`config.mk`:
```
export PLATFORM = sky130hd
export DESIGN_NAME = sac_conversion_control
export DESIGN_NICKNAME = d
export VERILOG_FILES = /design/src/shared/sac_pkg.sv /design/src/shared/sac_clk_if.sv /design/src/verilog/sac_conversion_control.sv /design/src/verilog/sac_clock_divider.sv
export SDC_FILE = /design/constraint.sdc
export NUM_CORES = 1
export LEC_CHECK = 0
export ABC_AREA = 1
export BUFFER_PORTS_ARGS = -buffer_cell sky130_fd_sc_hd__buf_2
export CORE_MARGIN = 1.5
export CORE_UTILIZATION = 45
export CTS_CLUSTER_SIZE = 40
export DETAILED_ROUTE_END_ITERATION = 7
export GPL_TIMING_DRIVEN = 0
export PLACE_DENSITY_LB_ADDON = 0.25
export REMOVE_ABC_BUFFERS = 1
export SETUP_SLACK_MARGIN = 0.1
export SLEW_MARGIN = 20
export SYNTH_ARGS = -nofsm -noshare
export SYNTH_HDL_FRONTEND = slang
export SYNTH_HIERARCHICAL = 1
export SYNTH_SLANG_ARGS = --single-unit
```
`constraint.sdc`:
```
create_clock -name clk -period 1.75 [get_ports clk]
set_input_delay 0.2625 -clock clk [delete_from_list [all_inputs] [get_ports clk]]
set_output_delay 0.2625 -clock clk [all_outputs]
set_load 0.02 [all_outputs]
```
`src/shared/sac_pkg.sv`:
```
// constants, types and helpers shared by the converter control block
package sac_pkg;

   // register offsets on the plain register port
   localparam logic [1:0] SAC_OFS_STATUS_CONTROL = 2'h0;
   localparam logic [1:0] SAC_OFS_CLOCK_CONFIG = 2'h1;
   localparam logic [1:0] SAC_OFS_RESULT_HIGH = 2'h2;
   localparam logic [1:0] SAC_OFS_RESULT_LOW = 2'h3;

   // status_control_reg field positions
   localparam int SAC_SC_FLAG_BIT = 7;
   localparam int SAC_SC_IRQ_EN_BIT = 6;
   localparam int SAC_SC_CONT_BIT = 5;
   localparam int SAC_SC_CHAN_LSB = 0;

   // clock_config_reg field positions
   localparam int SAC_CC_LOW_POWER_BIT = 7;
   localparam int SAC_CC_DIV_LSB = 5;
   localparam int SAC_CC_LONG_SAMPLE_BIT = 4;
   localparam int SAC_CC_MODE_LSB = 2;
   localparam int SAC_CC_INPUT_CLK_BIT = 1;
   localparam int SAC_CC_ASYNC_EN_BIT = 0;

   // reset values
   localparam logic [7:0] SAC_SC_RESET = 8'h1F;
   localparam logic [7:0] SAC_CC_RESET = 8'h00;
   localparam logic [9:0] SAC_RESULT_RESET = 10'h000;

   // channel field value that starts nothing
   localparam logic [4:0] SAC_CHAN_OFF = 5'h1F;
   // resolution code for 10-bit mode, all others give 8-bit
   localparam logic [1:0] SAC_MODE_TEN_BIT = 2'h1;

   // sample window lengths in converter clocks (3.5 and 23.5 rounded up)
   localparam logic [4:0] SAC_SAMPLE_SHORT = 5'h04;
   localparam logic [4:0] SAC_SAMPLE_LONG = 5'h18;
   // bus clocks a trial must stand before the synced comparator is valid
   localparam logic [1:0] SAC_SETTLE_CYCLES = 2'h3;
   // full scale codes
   localparam logic [9:0] SAC_FULL_TEN = 10'h3FF;
   localparam logic [7:0] SAC_FULL_EIGHT = 8'hFF;

   // conversion sequencer states
   typedef enum logic [1:0] {
      SAC_IDLE = 2'b00,
      SAC_SAMPLE = 2'b01,
      SAC_CONVERT = 2'b10,
      SAC_TRANSFER = 2'b11
   } sac_state_t;

   // round a 10-bit code to 8 bits, saturating at full scale
   function automatic logic [7:0] sac_round8(input logic [9:0] code);
      logic [10:0] sum;
      sum = {1'b0, code} + 11'h002;
      sac_round8 = sum[10] ? SAC_FULL_EIGHT : sum[9:2];
   endfunction

   // one-hot trial bit for a position
   function automatic logic [9:0] sac_bit(input logic [3:0] idx);
      sac_bit = 10'h001 << idx;
   endfunction

endpackage

```
`src/shared/sac_clk_if.sv`:
```
// link between the sequencer and the converter clock divider
interface sac_clk_if;
   logic async_enable;       // dedicated oscillator selected
   logic input_clock_select; // bus clock when high, alternate when low
   logic [1:0] divide;       // divide code 1, 2, 4, 8
   logic running;            // conversion in progress
   logic converter_tick;     // one pulse per converter clock
   modport divider (input async_enable, input input_clock_select,
      input divide, input running, output converter_tick);
   modport sequencer (output async_enable, output input_clock_select,
      output divide, output running, input converter_tick);
endinterface

```
`src/verilog/sac_conversion_control.sv`:
```
// control of a 10-bit successive approximation converter
//
// Notes on behaviour
// - input beyond references gives full or zero code
// - completion loads results; 8-bit rounds into low
// - flag sets on transfer; irq needs enable
// - async enable selects dedicated oscillator, runs converting
// - low power bit picks oscillator band
// - both selects low gives alternate clock
// - input select high with async enable low gives bus clock
// - source divided by 1, 2, 4, 8
// - one channel from channel field
// - mode field picks 10-bit or 8-bit
// - control write with channel not all ones starts
// - no hardware trigger; software or continuous only
// - continuous mode restarts after every transfer
// - in 10-bit mode, high read, low unread blocks transfer
// - blocked transfer always starts another conversion
// - control, clock writes, reset, stop without async enable abort
// - abort keeps results; reset clears them
// - single mode powers down after finishing
// - abort or reset enters idle low power
// - long sample bit extends sample window
// - conversion time bounded by clock counts
//
// Local design decisions: the register offsets and the address-and-strobe port.
module sac_conversion_control (
   // clock, reset, enable
   input wire logic clk,
   input wire logic reset,
   input wire logic clk_en,
   // register port
   input wire logic [1:0] reg_addr,
   input wire logic [7:0] reg_wdata,
   input wire logic reg_write,
   input wire logic reg_read,
   output logic [7:0] reg_rdata,
   // system
   input wire logic stop_mode,
   input wire logic alt_clock_tick,
   // analog side
   input wire logic async_osc_tick,
   input wire logic comparator_high,
   output logic [4:0] channel_select,
   output logic [9:0] trial_code,
   output logic sample_enable,
   output logic converter_power,
   output logic async_osc_run,
   output logic async_osc_low_band,
   // completion
   output logic conversion_complete_flag,
   output logic complete_irq
);
   import sac_pkg::*;

   ////////////////////////////////////////////////////////////////////
   // state

   // all state of the sequencer and register file
   typedef struct packed {
      sac_state_t phase;      // sequencer state
      logic flag;             // conversion complete flag
      logic irq_enable;       // complete_irq_enable
      logic continuous;       // continuous_enable
      logic [4:0] channel;    // channel_select_field
      logic low_power;        // low_power_config
      logic [1:0] divide;     // clock_divide_field
      logic long_sample;      // long_sample_select
      logic [1:0] mode;       // resolution select
      logic input_clk;        // input_clock_select
      logic async_en;         // async_clock_enable
      logic [9:0] result;     // result held for the two result regs
      logic high_read;        // high read, low not yet read
      logic [4:0] sample_cnt; // converter clocks left in sample
      logic [3:0] bit_idx;    // trial bit position
      logic [9:0] trial;      // code under trial
      logic [1:0] settle;     // cycles since trial changed
      logic cmp1;             // comparator synchroniser stage one
      logic cmp2;             // comparator synchroniser stage two
      logic irq;              // interrupt request
      logic [7:0] rdata;      // registered read data
      logic powered;          // converter powered
      logic osc_run;          // oscillator running
      logic sampling;         // sample window open
   } sac_ctl_state_t;

   sac_ctl_state_t state;
   sac_ctl_state_t next_state;

   // control signals of the current cycle
   logic wr_sc;
   logic wr_cc;
   logic rd_high;
   logic rd_low;
   logic ten_bit;
   logic stop_abort;
   logic start;
   logic transfer_ok;
   logic set_flag;
   logic [9:0] final_code;
   logic [7:0] status_view;
   logic [7:0] config_view;

   // divider link
   sac_clk_if clk_link ();

   ////////////////////////////////////////////////////////////////////
   // converter clock

   // divider instance
   sac_clock_divider u_divider (
      .clk(clk),
      .reset(reset),
      .clk_en(clk_en),
      .async_osc_tick(async_osc_tick),
      .alt_clock_tick(alt_clock_tick),
      .link(clk_link.divider)
   );

   // configuration toward the divider
   assign clk_link.async_enable = state.async_en;
   assign clk_link.input_clock_select = state.input_clk;
   assign clk_link.divide = state.divide;
   assign clk_link.running = state.powered;

   ////////////////////////////////////////////////////////////////////
   // register access decode

   // strobes and register views
   always_comb begin
      wr_sc = reg_write && reg_addr == SAC_OFS_STATUS_CONTROL;
      wr_cc = reg_write && reg_addr == SAC_OFS_CLOCK_CONFIG;
      rd_high = reg_read && reg_addr == SAC_OFS_RESULT_HIGH;
      rd_low = reg_read && reg_addr == SAC_OFS_RESULT_LOW;
      ten_bit = state.mode == SAC_MODE_TEN_BIT;
      stop_abort = stop_mode && !state.async_en;
      // only software starts, no trigger input
      start = wr_sc && reg_wdata[SAC_SC_CHAN_LSB +: 5] != SAC_CHAN_OFF
         && !stop_abort;
      status_view = '0;
      status_view[SAC_SC_FLAG_BIT] = state.flag;
      status_view[SAC_SC_IRQ_EN_BIT] = state.irq_enable;
      status_view[SAC_SC_CONT_BIT] = state.continuous;
      status_view[SAC_SC_CHAN_LSB +: 5] = state.channel;
      config_view = '0;
      config_view[SAC_CC_LOW_POWER_BIT] = state.low_power;
      config_view[SAC_CC_DIV_LSB +: 2] = state.divide;
      config_view[SAC_CC_LONG_SAMPLE_BIT] = state.long_sample;
      config_view[SAC_CC_MODE_LSB +: 2] = state.mode;
      config_view[SAC_CC_INPUT_CLK_BIT] = state.input_clk;
      config_view[SAC_CC_ASYNC_EN_BIT] = state.async_en;
   end

   ////////////////////////////////////////////////////////////////////
   // next state

   // sequencer, result transfer and registers
   always_comb begin
      next_state = state;
      next_state.cmp1 = comparator_high;
      next_state.cmp2 = state.cmp1;
      transfer_ok = 1'b0;
      set_flag = 1'b0;
      // comparator decides each trial, so saturation is natural
      final_code = state.trial;

      // trial age for the synchronised comparator
      if (state.settle != SAC_SETTLE_CYCLES) begin
         next_state.settle = 2'(state.settle + 2'h1);
      end

      unique case (state.phase)
         // nothing running
         SAC_IDLE: begin
            next_state.powered = 1'b0;
         end
         // sample window in converter clocks
         SAC_SAMPLE: begin
            if (clk_link.converter_tick) begin
               if (state.sample_cnt == 5'h01) begin
                  next_state.phase = SAC_CONVERT;
                  next_state.bit_idx = 4'h9;
                  next_state.trial = sac_bit(4'h9);
                  next_state.settle = 2'h0;
               end else begin
                  next_state.sample_cnt = 5'(state.sample_cnt - 5'h01);
               end
            end
         end
         // one trial per converter clock once settled
         SAC_CONVERT: begin
            if (clk_link.converter_tick
               && state.settle == SAC_SETTLE_CYCLES) begin
               next_state.settle = 2'h0;
               // drop the trial bit if the input is below it
               if (!state.cmp2) begin
                  next_state.trial = state.trial & ~sac_bit(state.bit_idx);
               end
               if (state.bit_idx == 4'h0) begin
                  next_state.phase = SAC_TRANSFER;
               end else begin
                  next_state.bit_idx = 4'(state.bit_idx - 4'h1);
                  next_state.trial = next_state.trial
                     | sac_bit(4'(state.bit_idx - 4'h1));
               end
            end
         end
         // move result into the result registers
         SAC_TRANSFER: begin
            // block while high read and low pending
            if (ten_bit && state.high_read) begin
               next_state.phase = SAC_SAMPLE;
            end else begin
               transfer_ok = 1'b1;
               set_flag = 1'b1;
               // full code or rounded 8-bit code
               next_state.result = ten_bit ? final_code
                  : {2'h0, sac_round8(final_code)};
               if (state.continuous) begin
                  next_state.phase = SAC_SAMPLE;
               end else begin
                  next_state.phase = SAC_IDLE;
                  next_state.powered = 1'b0;
                  next_state.trial = '0;
               end
            end
         end
      endcase

      // restart a fresh sample window when re-entering sampling
      if (state.phase == SAC_TRANSFER && next_state.phase == SAC_SAMPLE) begin
         next_state.sample_cnt = state.long_sample ? SAC_SAMPLE_LONG
            : SAC_SAMPLE_SHORT;
         next_state.trial = '0;
      end

      // read side effects on the interlock
      if (rd_high && ten_bit) begin
         next_state.high_read = 1'b1;
      end
      if (rd_low) begin
         next_state.high_read = 1'b0;
      end

      // flag clears on control write or low read
      if (wr_sc || rd_low) begin
         next_state.flag = 1'b0;
         next_state.irq = 1'b0;
      end
      // set wins over a low read clear; irq only if enabled now
      if (set_flag) begin
         next_state.flag = 1'b1;
         next_state.irq = state.irq_enable;
      end

      // clock configuration write
      if (wr_cc) begin
         next_state.low_power = reg_wdata[SAC_CC_LOW_POWER_BIT];
         next_state.divide = reg_wdata[SAC_CC_DIV_LSB +: 2];
         next_state.long_sample = reg_wdata[SAC_CC_LONG_SAMPLE_BIT];
         next_state.mode = reg_wdata[SAC_CC_MODE_LSB +: 2];
         next_state.input_clk = reg_wdata[SAC_CC_INPUT_CLK_BIT];
         next_state.async_en = reg_wdata[SAC_CC_ASYNC_EN_BIT];
      end

      // status and control write
      if (wr_sc) begin
         next_state.irq_enable = reg_wdata[SAC_SC_IRQ_EN_BIT];
         next_state.continuous = reg_wdata[SAC_SC_CONT_BIT];
         // single channel latched from the field
         next_state.channel = reg_wdata[SAC_SC_CHAN_LSB +: 5];
      end

      // abort on either write or on stop without async enable
      // aborts leave the held result untouched
      // abort drops to idle at once
      if (wr_sc || wr_cc || stop_abort) begin
         next_state.phase = SAC_IDLE;
         next_state.powered = 1'b0;
         next_state.trial = '0;
         if (transfer_ok) begin
            next_state.result = state.result;
            next_state.flag = state.flag && !wr_sc;
            next_state.irq = state.irq && !wr_sc;
         end
      end

      // control write with a live channel restarts at once
      if (start) begin
         next_state.phase = SAC_SAMPLE;
         next_state.powered = 1'b1;
         next_state.sample_cnt = state.long_sample ? SAC_SAMPLE_LONG
            : SAC_SAMPLE_SHORT;
      end

      // oscillator runs only while converting with async enable
      next_state.osc_run = next_state.powered && next_state.async_en;
      next_state.sampling = next_state.phase == SAC_SAMPLE;

      // registered read data, one cycle after the strobe
      next_state.rdata = '0;
      if (reg_read) begin
         unique case (reg_addr)
            SAC_OFS_STATUS_CONTROL: next_state.rdata = status_view;
            SAC_OFS_CLOCK_CONFIG: next_state.rdata = config_view;
            SAC_OFS_RESULT_HIGH: next_state.rdata = {6'h00,
               state.result[9:8]};
            SAC_OFS_RESULT_LOW: next_state.rdata = state.result[7:0];
         endcase
      end
   end

   ////////////////////////////////////////////////////////////////////
   // state register

   // reset returns results to reset value
   always_ff @(posedge clk) begin
      if (reset) begin
         state <= '0;
         state.phase <= SAC_IDLE;
         state.channel <= SAC_SC_RESET[SAC_SC_CHAN_LSB +: 5];
         state.result <= SAC_RESULT_RESET;
         state.sample_cnt <= SAC_SAMPLE_SHORT;
      end else if (clk_en) begin
         state <= next_state;
      end
   end

   ////////////////////////////////////////////////////////////////////
   // outputs, each straight from the state register

   // timing follows from sample plus ten trials per conversion
   assign reg_rdata = state.rdata;
   assign channel_select = state.channel;
   assign trial_code = state.trial;
   assign sample_enable = state.sampling;
   assign converter_power = state.powered;
   assign async_osc_run = state.osc_run;
   // oscillator band from low power bit
   assign async_osc_low_band = state.low_power;
   assign conversion_complete_flag = state.flag;
   assign complete_irq = state.irq;

endmodule // sac_conversion_control

```
`src/verilog/sac_clock_divider.sv`:
```
// converter clock source select and divider
module sac_clock_divider (
   // clock, reset, enable
   input wire logic clk,
   input wire logic reset,
   input wire logic clk_en,
   // source ticks
   input wire logic async_osc_tick,
   input wire logic alt_clock_tick,
   // sequencer side
   sac_clk_if.divider link
);
   import sac_pkg::*;

   // all state of the divider
   typedef struct packed {
      logic sync1;       // first synchroniser stage
      logic sync2;       // second synchroniser stage
      logic sync_last;   // previous second stage, for edge detect
      logic [2:0] count; // source ticks since last output tick
      logic tick;        // converter clock pulse
   } sac_div_state_t;

   sac_div_state_t state;
   sac_div_state_t next_state;
   logic src_tick;
   logic [2:0] ratio_last;

   // next state: pick source, count, pulse
   always_comb begin
      next_state = state;
      next_state.sync1 = async_osc_tick;
      next_state.sync2 = state.sync1;
      next_state.sync_last = state.sync2;
      next_state.tick = 1'b0;
      if (link.async_enable) begin
         src_tick = state.sync2 & ~state.sync_last;
      end else if (link.input_clock_select) begin
         src_tick = 1'b1;
      end else begin
         src_tick = alt_clock_tick;
      end
      // divide by 1, 2, 4 or 8
      ratio_last = 3'((4'h1 << link.divide) - 4'h1);
      if (!link.running) begin
         next_state.count = 3'h0;
      end else if (src_tick) begin
         if (state.count == ratio_last) begin
            next_state.count = 3'h0;
            next_state.tick = 1'b1;
         end else begin
            next_state.count = 3'(state.count + 3'h1);
         end
      end
   end

   // state register
   always_ff @(posedge clk) begin
      if (reset) begin
         state <= '0;
      end else if (clk_en) begin
         state <= next_state;
      end
   end

   assign link.converter_tick = state.tick;

endmodule // sac_clock_divider

```
After elaboration in Yosys (flattened, before gate mapping)
Index checks and enable logic that the tools add are counted. Widths: inputs -> output; s select.

Flip-flop bits (word level): 71. Input port bits: 19. Logic and storage cells: 166.

Add/sub/neg operators: 6. Equal/unequal tests: 26. Shift-type cells: 3. Mux-type cells: 61. Bitwise logic cells: 5. Reductions and logical operators: 36.

Operator list (number): $mux 10 (12); $mux 16 (2); $pmux 8 s4 (1); $pmux 10 s3 (1); $mux 5 (5); $mux 1 (21); $mux 21 (1); $shl 1x4->10 const A (2); $mux 8 (2); $logic_and 1x1->1 (14); $mux 14 (1); $mux 2 (7); $add 10x2->11 const B (1); $and 10x10->10 (1); $eq 2x1->1 const B (5); $eq 2x2->1 const B (5); $ne 2x2->1 const B (5); $not 10->10 (1); $or 10x10->10 (1); $reduce_and 2->1 (5); $mux 3 (3); $ne 4x2->1 const B (2); $ne 4x4->1 const B (2); $pmux 4 s2 (1); other kinds (28) (36).

Depth between registers and ports, before layout
Depth in word-level cells: 12. Depth in mapped cells: 16. Depth with buffers taken out: 16.

Hierarchy
Netlist, hierarchy kept.

By module, submodules not included: sac_conversion_control (times used 1, cells each 559, area an instance 3767.4 um^2); sac_clock_divider (times used 1, cells each 64, area an instance 415.4 um^2).

Least setup slack after synthesis
Ideal clock, no wire load.

Path kind: reg2reg. From: reg state[62] in the netlist's numbering. To: reg state (netlist bit trial_code[6]). Arrival: 1.783 ns. Slack: -0.146 ns. Cell stages (with the launch flop): 15. Path through: dfxtp_1 > inv_1 > ha_1 > inv_1 > nand2_1 > nor2_1 > nand2_1 > nand2_1 > nand3_2 > nand3_4 > nand3_4 > nand2_4 > clkinv_4 > nor2_1 > nor2_1.

Cells in the longest elaborated chain, start to end: 7. Elaborated cells on any way between the ends: 20.

Ends and longest elaborated chain: from (decl) (line sac_conversion_control.sv:87) `sac_ctl_state_t state;`; from (signal assigned) (line sac_conversion_control.sv:325) `state <= next_state;`; $mux 2, on equally long branches (line sac_conversion_control.sv:199, sac_conversion_control.sv:180); $mux 2, on equally long branches (line sac_conversion_control.sv:192, sac_conversion_control.sv:179); $pmux 2 s3 (line sac_conversion_control.sv:172) `unique case (state.phase)`; $eq 2x1->1 (line sac_conversion_control.sv:231) `if (state.phase == SAC_TRANSFER && next_state.phase == SAC_SAMPLE) begin`; $logic_and 1x1->1 (line sac_conversion_control.sv:231); $ne 4x3->1 (no source line) (tied with other cells); $reduce_and 7->1 (no source line) / $mux 10 (equally long branches).

Several ways; a longest one is shown, not always the timed one. A chain may end at the register's enable or synchronous reset.

Final worst setup path
From: reg state[62] in the netlist's numbering. To: reg state (netlist bit trial_code[9]).

The elaborated chain is that of the path after synthesis.

==> results.json <==
{
  "skew_ns": 0.0138,
  "mostFrequentLayoutCell": "nand2_1",
  "grt_setup_unrepaired": "true",
  "dieHeight_um": 99.4,
  "postCtsHoldBufs": 0,
  "r2r-start": "state[62]",
  "p_seq_frac": 0.490,
  "fin_util": 0.573,
  "wl_um": 11600,
  "dr.first_iter.drc_count": 258,
  "dieArea_sq_mm": 0.00988,
  "cp.arrival_ns": 2.15,
  "p_per_area_mw_per_mm2": 703,
  "max_slew.worst_pin.slew_ns": 0.667,
  "drv_slew": 0,
  "setup_viol": 17,
  "core_region_area_sq_mm": 0.00885,
  "clk_path_buf_depth": 2,
  "rows": 34,
  "dr.pass1.iters": 5,
  "path_max_fanout": 8,
  "ant_nets": 0,
  "nets": 707,
  "cts_tree": "yes",
  "period_needed_ns": 1.90,
  "fp.dieW_um": 99.4,
  "drive_gt1_frac": 0.278,
  "place_hpwl_um": 7490,
  "ys_seq_elements": 71,
  "whs_path_depth": 3,
  "cp-end-kind": "flop",
  "combPwrFrac": 0.163,
  "period_share": 1.09,
  "grt_max_degree": 39,
  "timing.final.ws_setup_ns": -0.150,
  "antenna_found_initial": 0,
  "required_ns": 2.00,
  "clkLatencyLatePin_ns": 0.36,
  "vdd_drop_max_mv": 0.511,
  "hold_path_end": "u_divider/next_state[5]",
  "p_int_w": 0.00241,
  "cts-root-buf": "clkbuf_8",
  "clkTransAtPathRegs_ns": 0.08,
  "syn_area_sq_mm": 0.00418,
  "grt_pass1_vias": 3921,
  "cts_sinks": 71,
  "fmaxAchievable_mhz": 526,
  "yosys_warnings": 6,
  "r2r_cells": 14,
  "path_class": "flop to flop",
  "synth_area_leaders": "dfxtp_1 (34%), nand2_1 (13%), a21oi_1 (7.1%)",
  "switchingPower_w": 0.00115,
  "synth_seq_area_share": 0.340,
  "start_util": 0.473,
  "place_congestion": 0.941,
  "worstHoldStart": "async_osc_tick",
  "synth_edf_count": 0,
  "violations": "setup timing",
  "diodes": 0,
  "p_leak_nw": 2.21,
  "ioPinCount": 48,
  "r2r-end": "trial_code[9]",
  "relSlewSlack": 0.555,
  "p_sw_frac": 0.324,
  "postSynthCellCount": 623,
  "crit_path_start_kind": "flop",
  "status": "finished with violations",
  "synth_top_area_share": 0.340,
  "reg2reg_slack_ns": -0.15,
  "final_hold_viol_count": 0,
  "via_per_inst": 5.49,
  "num_vias": 4339,
  "hp-class": "input port to flop",
  "grt_first_pass_wirelength_um": 18600,
  "avgRoutedWirePerCell_um": 14.7,
  "drc_errors": 0,
  "grt_overflow": 0,
  "ys_async_sr_fraction": 0,
  "cap_violations": 0,
  "port_buffers": 47,
  "place_area_sq_mm": 0.00430,
  "htreeDepth": 3,
  "p_clk_frac": 0.347,
  "syn_area_per_cell_sq_um": 6.71,
  "synth_flop_cell": "dfxtp_1",
  "yosysTopAreaCell": "dfxtp_1",
  "track_usage": 0.233,
  "ys_types": 39,
  "cts_buffers": 9,
  "fin_area_sq_mm": 0.00507,
  "final_cell_mix": "nand2_1 (133), nor2_1 (62), dfxtp_1 (60), a21oi_1 (58)",
  "area_growth_pct": 21.2
}
-- stage by stage --
stage	hold slack (ns)	std cells	power, W	setup TNS [ns]	setup slack [ns]
finish	0.140	791	0.00357	-1.42	-0.150
global placement	0.453	738	0.00223	-18.29	-0.671
detailed placement	0.458	738	0.00224	-19.15	-0.707
floorplan	0.325	583	0.00207	-2.83	-0.214
global route	0.159	791	0.00371	-3.17	-0.235
CTS	0.141	780	0.00352	-0.358	-0.0411
-- state kept, by name (all words and copies together) (netlist names), 2 cells and up --
register and flops:
state 27, trial_code 10, channel_select 5, u_divider/next_state 2
u_divider/state 4, reg_rdata 8, config_view 3, clk_link.divide 2
-- how the worst max path moves through the flow --
| stage | start | to | cells past startpoint |
|---|---|---|---|
| 2_1_floorplan | state[62] | trial_code[6] | 14 |
| 3_3_place_gp | clk_en | state[43] | 7 |
| 3_5_place_dp | clk_en | state[43] | 7 |
| 4_1_cts | state[62] | trial_code[9] | 14 |
| 5_1_grt | state[62] | trial_code[9] | 14 |
| 6_report | state[62] | trial_code[9] | 14 |
-- per-layer routing --
metal  vias up  track usage  share of wire
met2       132        0.395           0.49
li1       2150            -              -
met4         0       0.0813          0.016
met5         -            0              0
met1      2042        0.304           0.45
met3        15       0.0344          0.046
-- timing repair --
| item | 4_1_cts | 5_1_grt |
|---|---|---|
| setup endpoints to repair | 42 | 35 |
| pin swaps | 8 | 20 |
| endpoints found under the hold margin | 0 | 0 |
| gates cloned | 1 | 1 |
| setup buffers | 25 | 10 |
| resized for setup | 50 | 49 |
-- cell usage after synthesis (6+ instances only) --
library cell    n
clkbuf_1       10
inv_2           6
a21oi_1        59
buf_4          25
o22ai_1         7
dfxtp_1        71
nand2_1       143
inv_1          57
nor3_1          6
o211ai_1        8
ha_1           10
o21ai_0        41
nor2_4          6
nand3_1        52
xor2_1          6
nor2_1         75
-- power by group through the flow --
stage	Combinational [W]	Sequential, W	Clock (W)
after floorplan	0.000284	0.00179	0
after global placement	0.000454	0.00177	0
after detailed placement	0.000464	0.00177	0
after CTS	0.000528	0.00174	0.00126
after global routing	0.000642	0.00176	0.00132
final	0.000583	0.00175	0.00124
-- kinds of logic after synthesis --
family	synth area share
adder cells (fa/ha/maj)	0.0299
AO/OA/AOI/OAI	0.169
AND/OR/NAND/NOR	0.328
buffers and inverters	0.119
XOR/XNOR	0.0147
flip-flops	0.340
-- critical path: stages, from the launching register on --
cell,delay [ns]
dfxtp_4,0.40
inv_4,0.06
ha_4,0.17
inv_4,0.08
nand2_1,0.05
nor2_1,0.09
nand2_1,0.06
nand2_1,0.07
nand3_2,0.10
nand3_4,0.15
nand3_4,0.17
nand2_8,0.14
clkinv_8,0.10
nor2_4,0.10
nor2_1,0.04
-- cell type report --
type	count	area (sq um)
fillers	830	3780
clock buffers	9	124
repair buffers	83	538
repair inverters	1	5.00
flip-flops and latches	71	1450
multi-input cells	447	2500
inverters	65	273
clock inverters	7	55.1
well taps	108	135
Power figures use the tool's default switching activity.
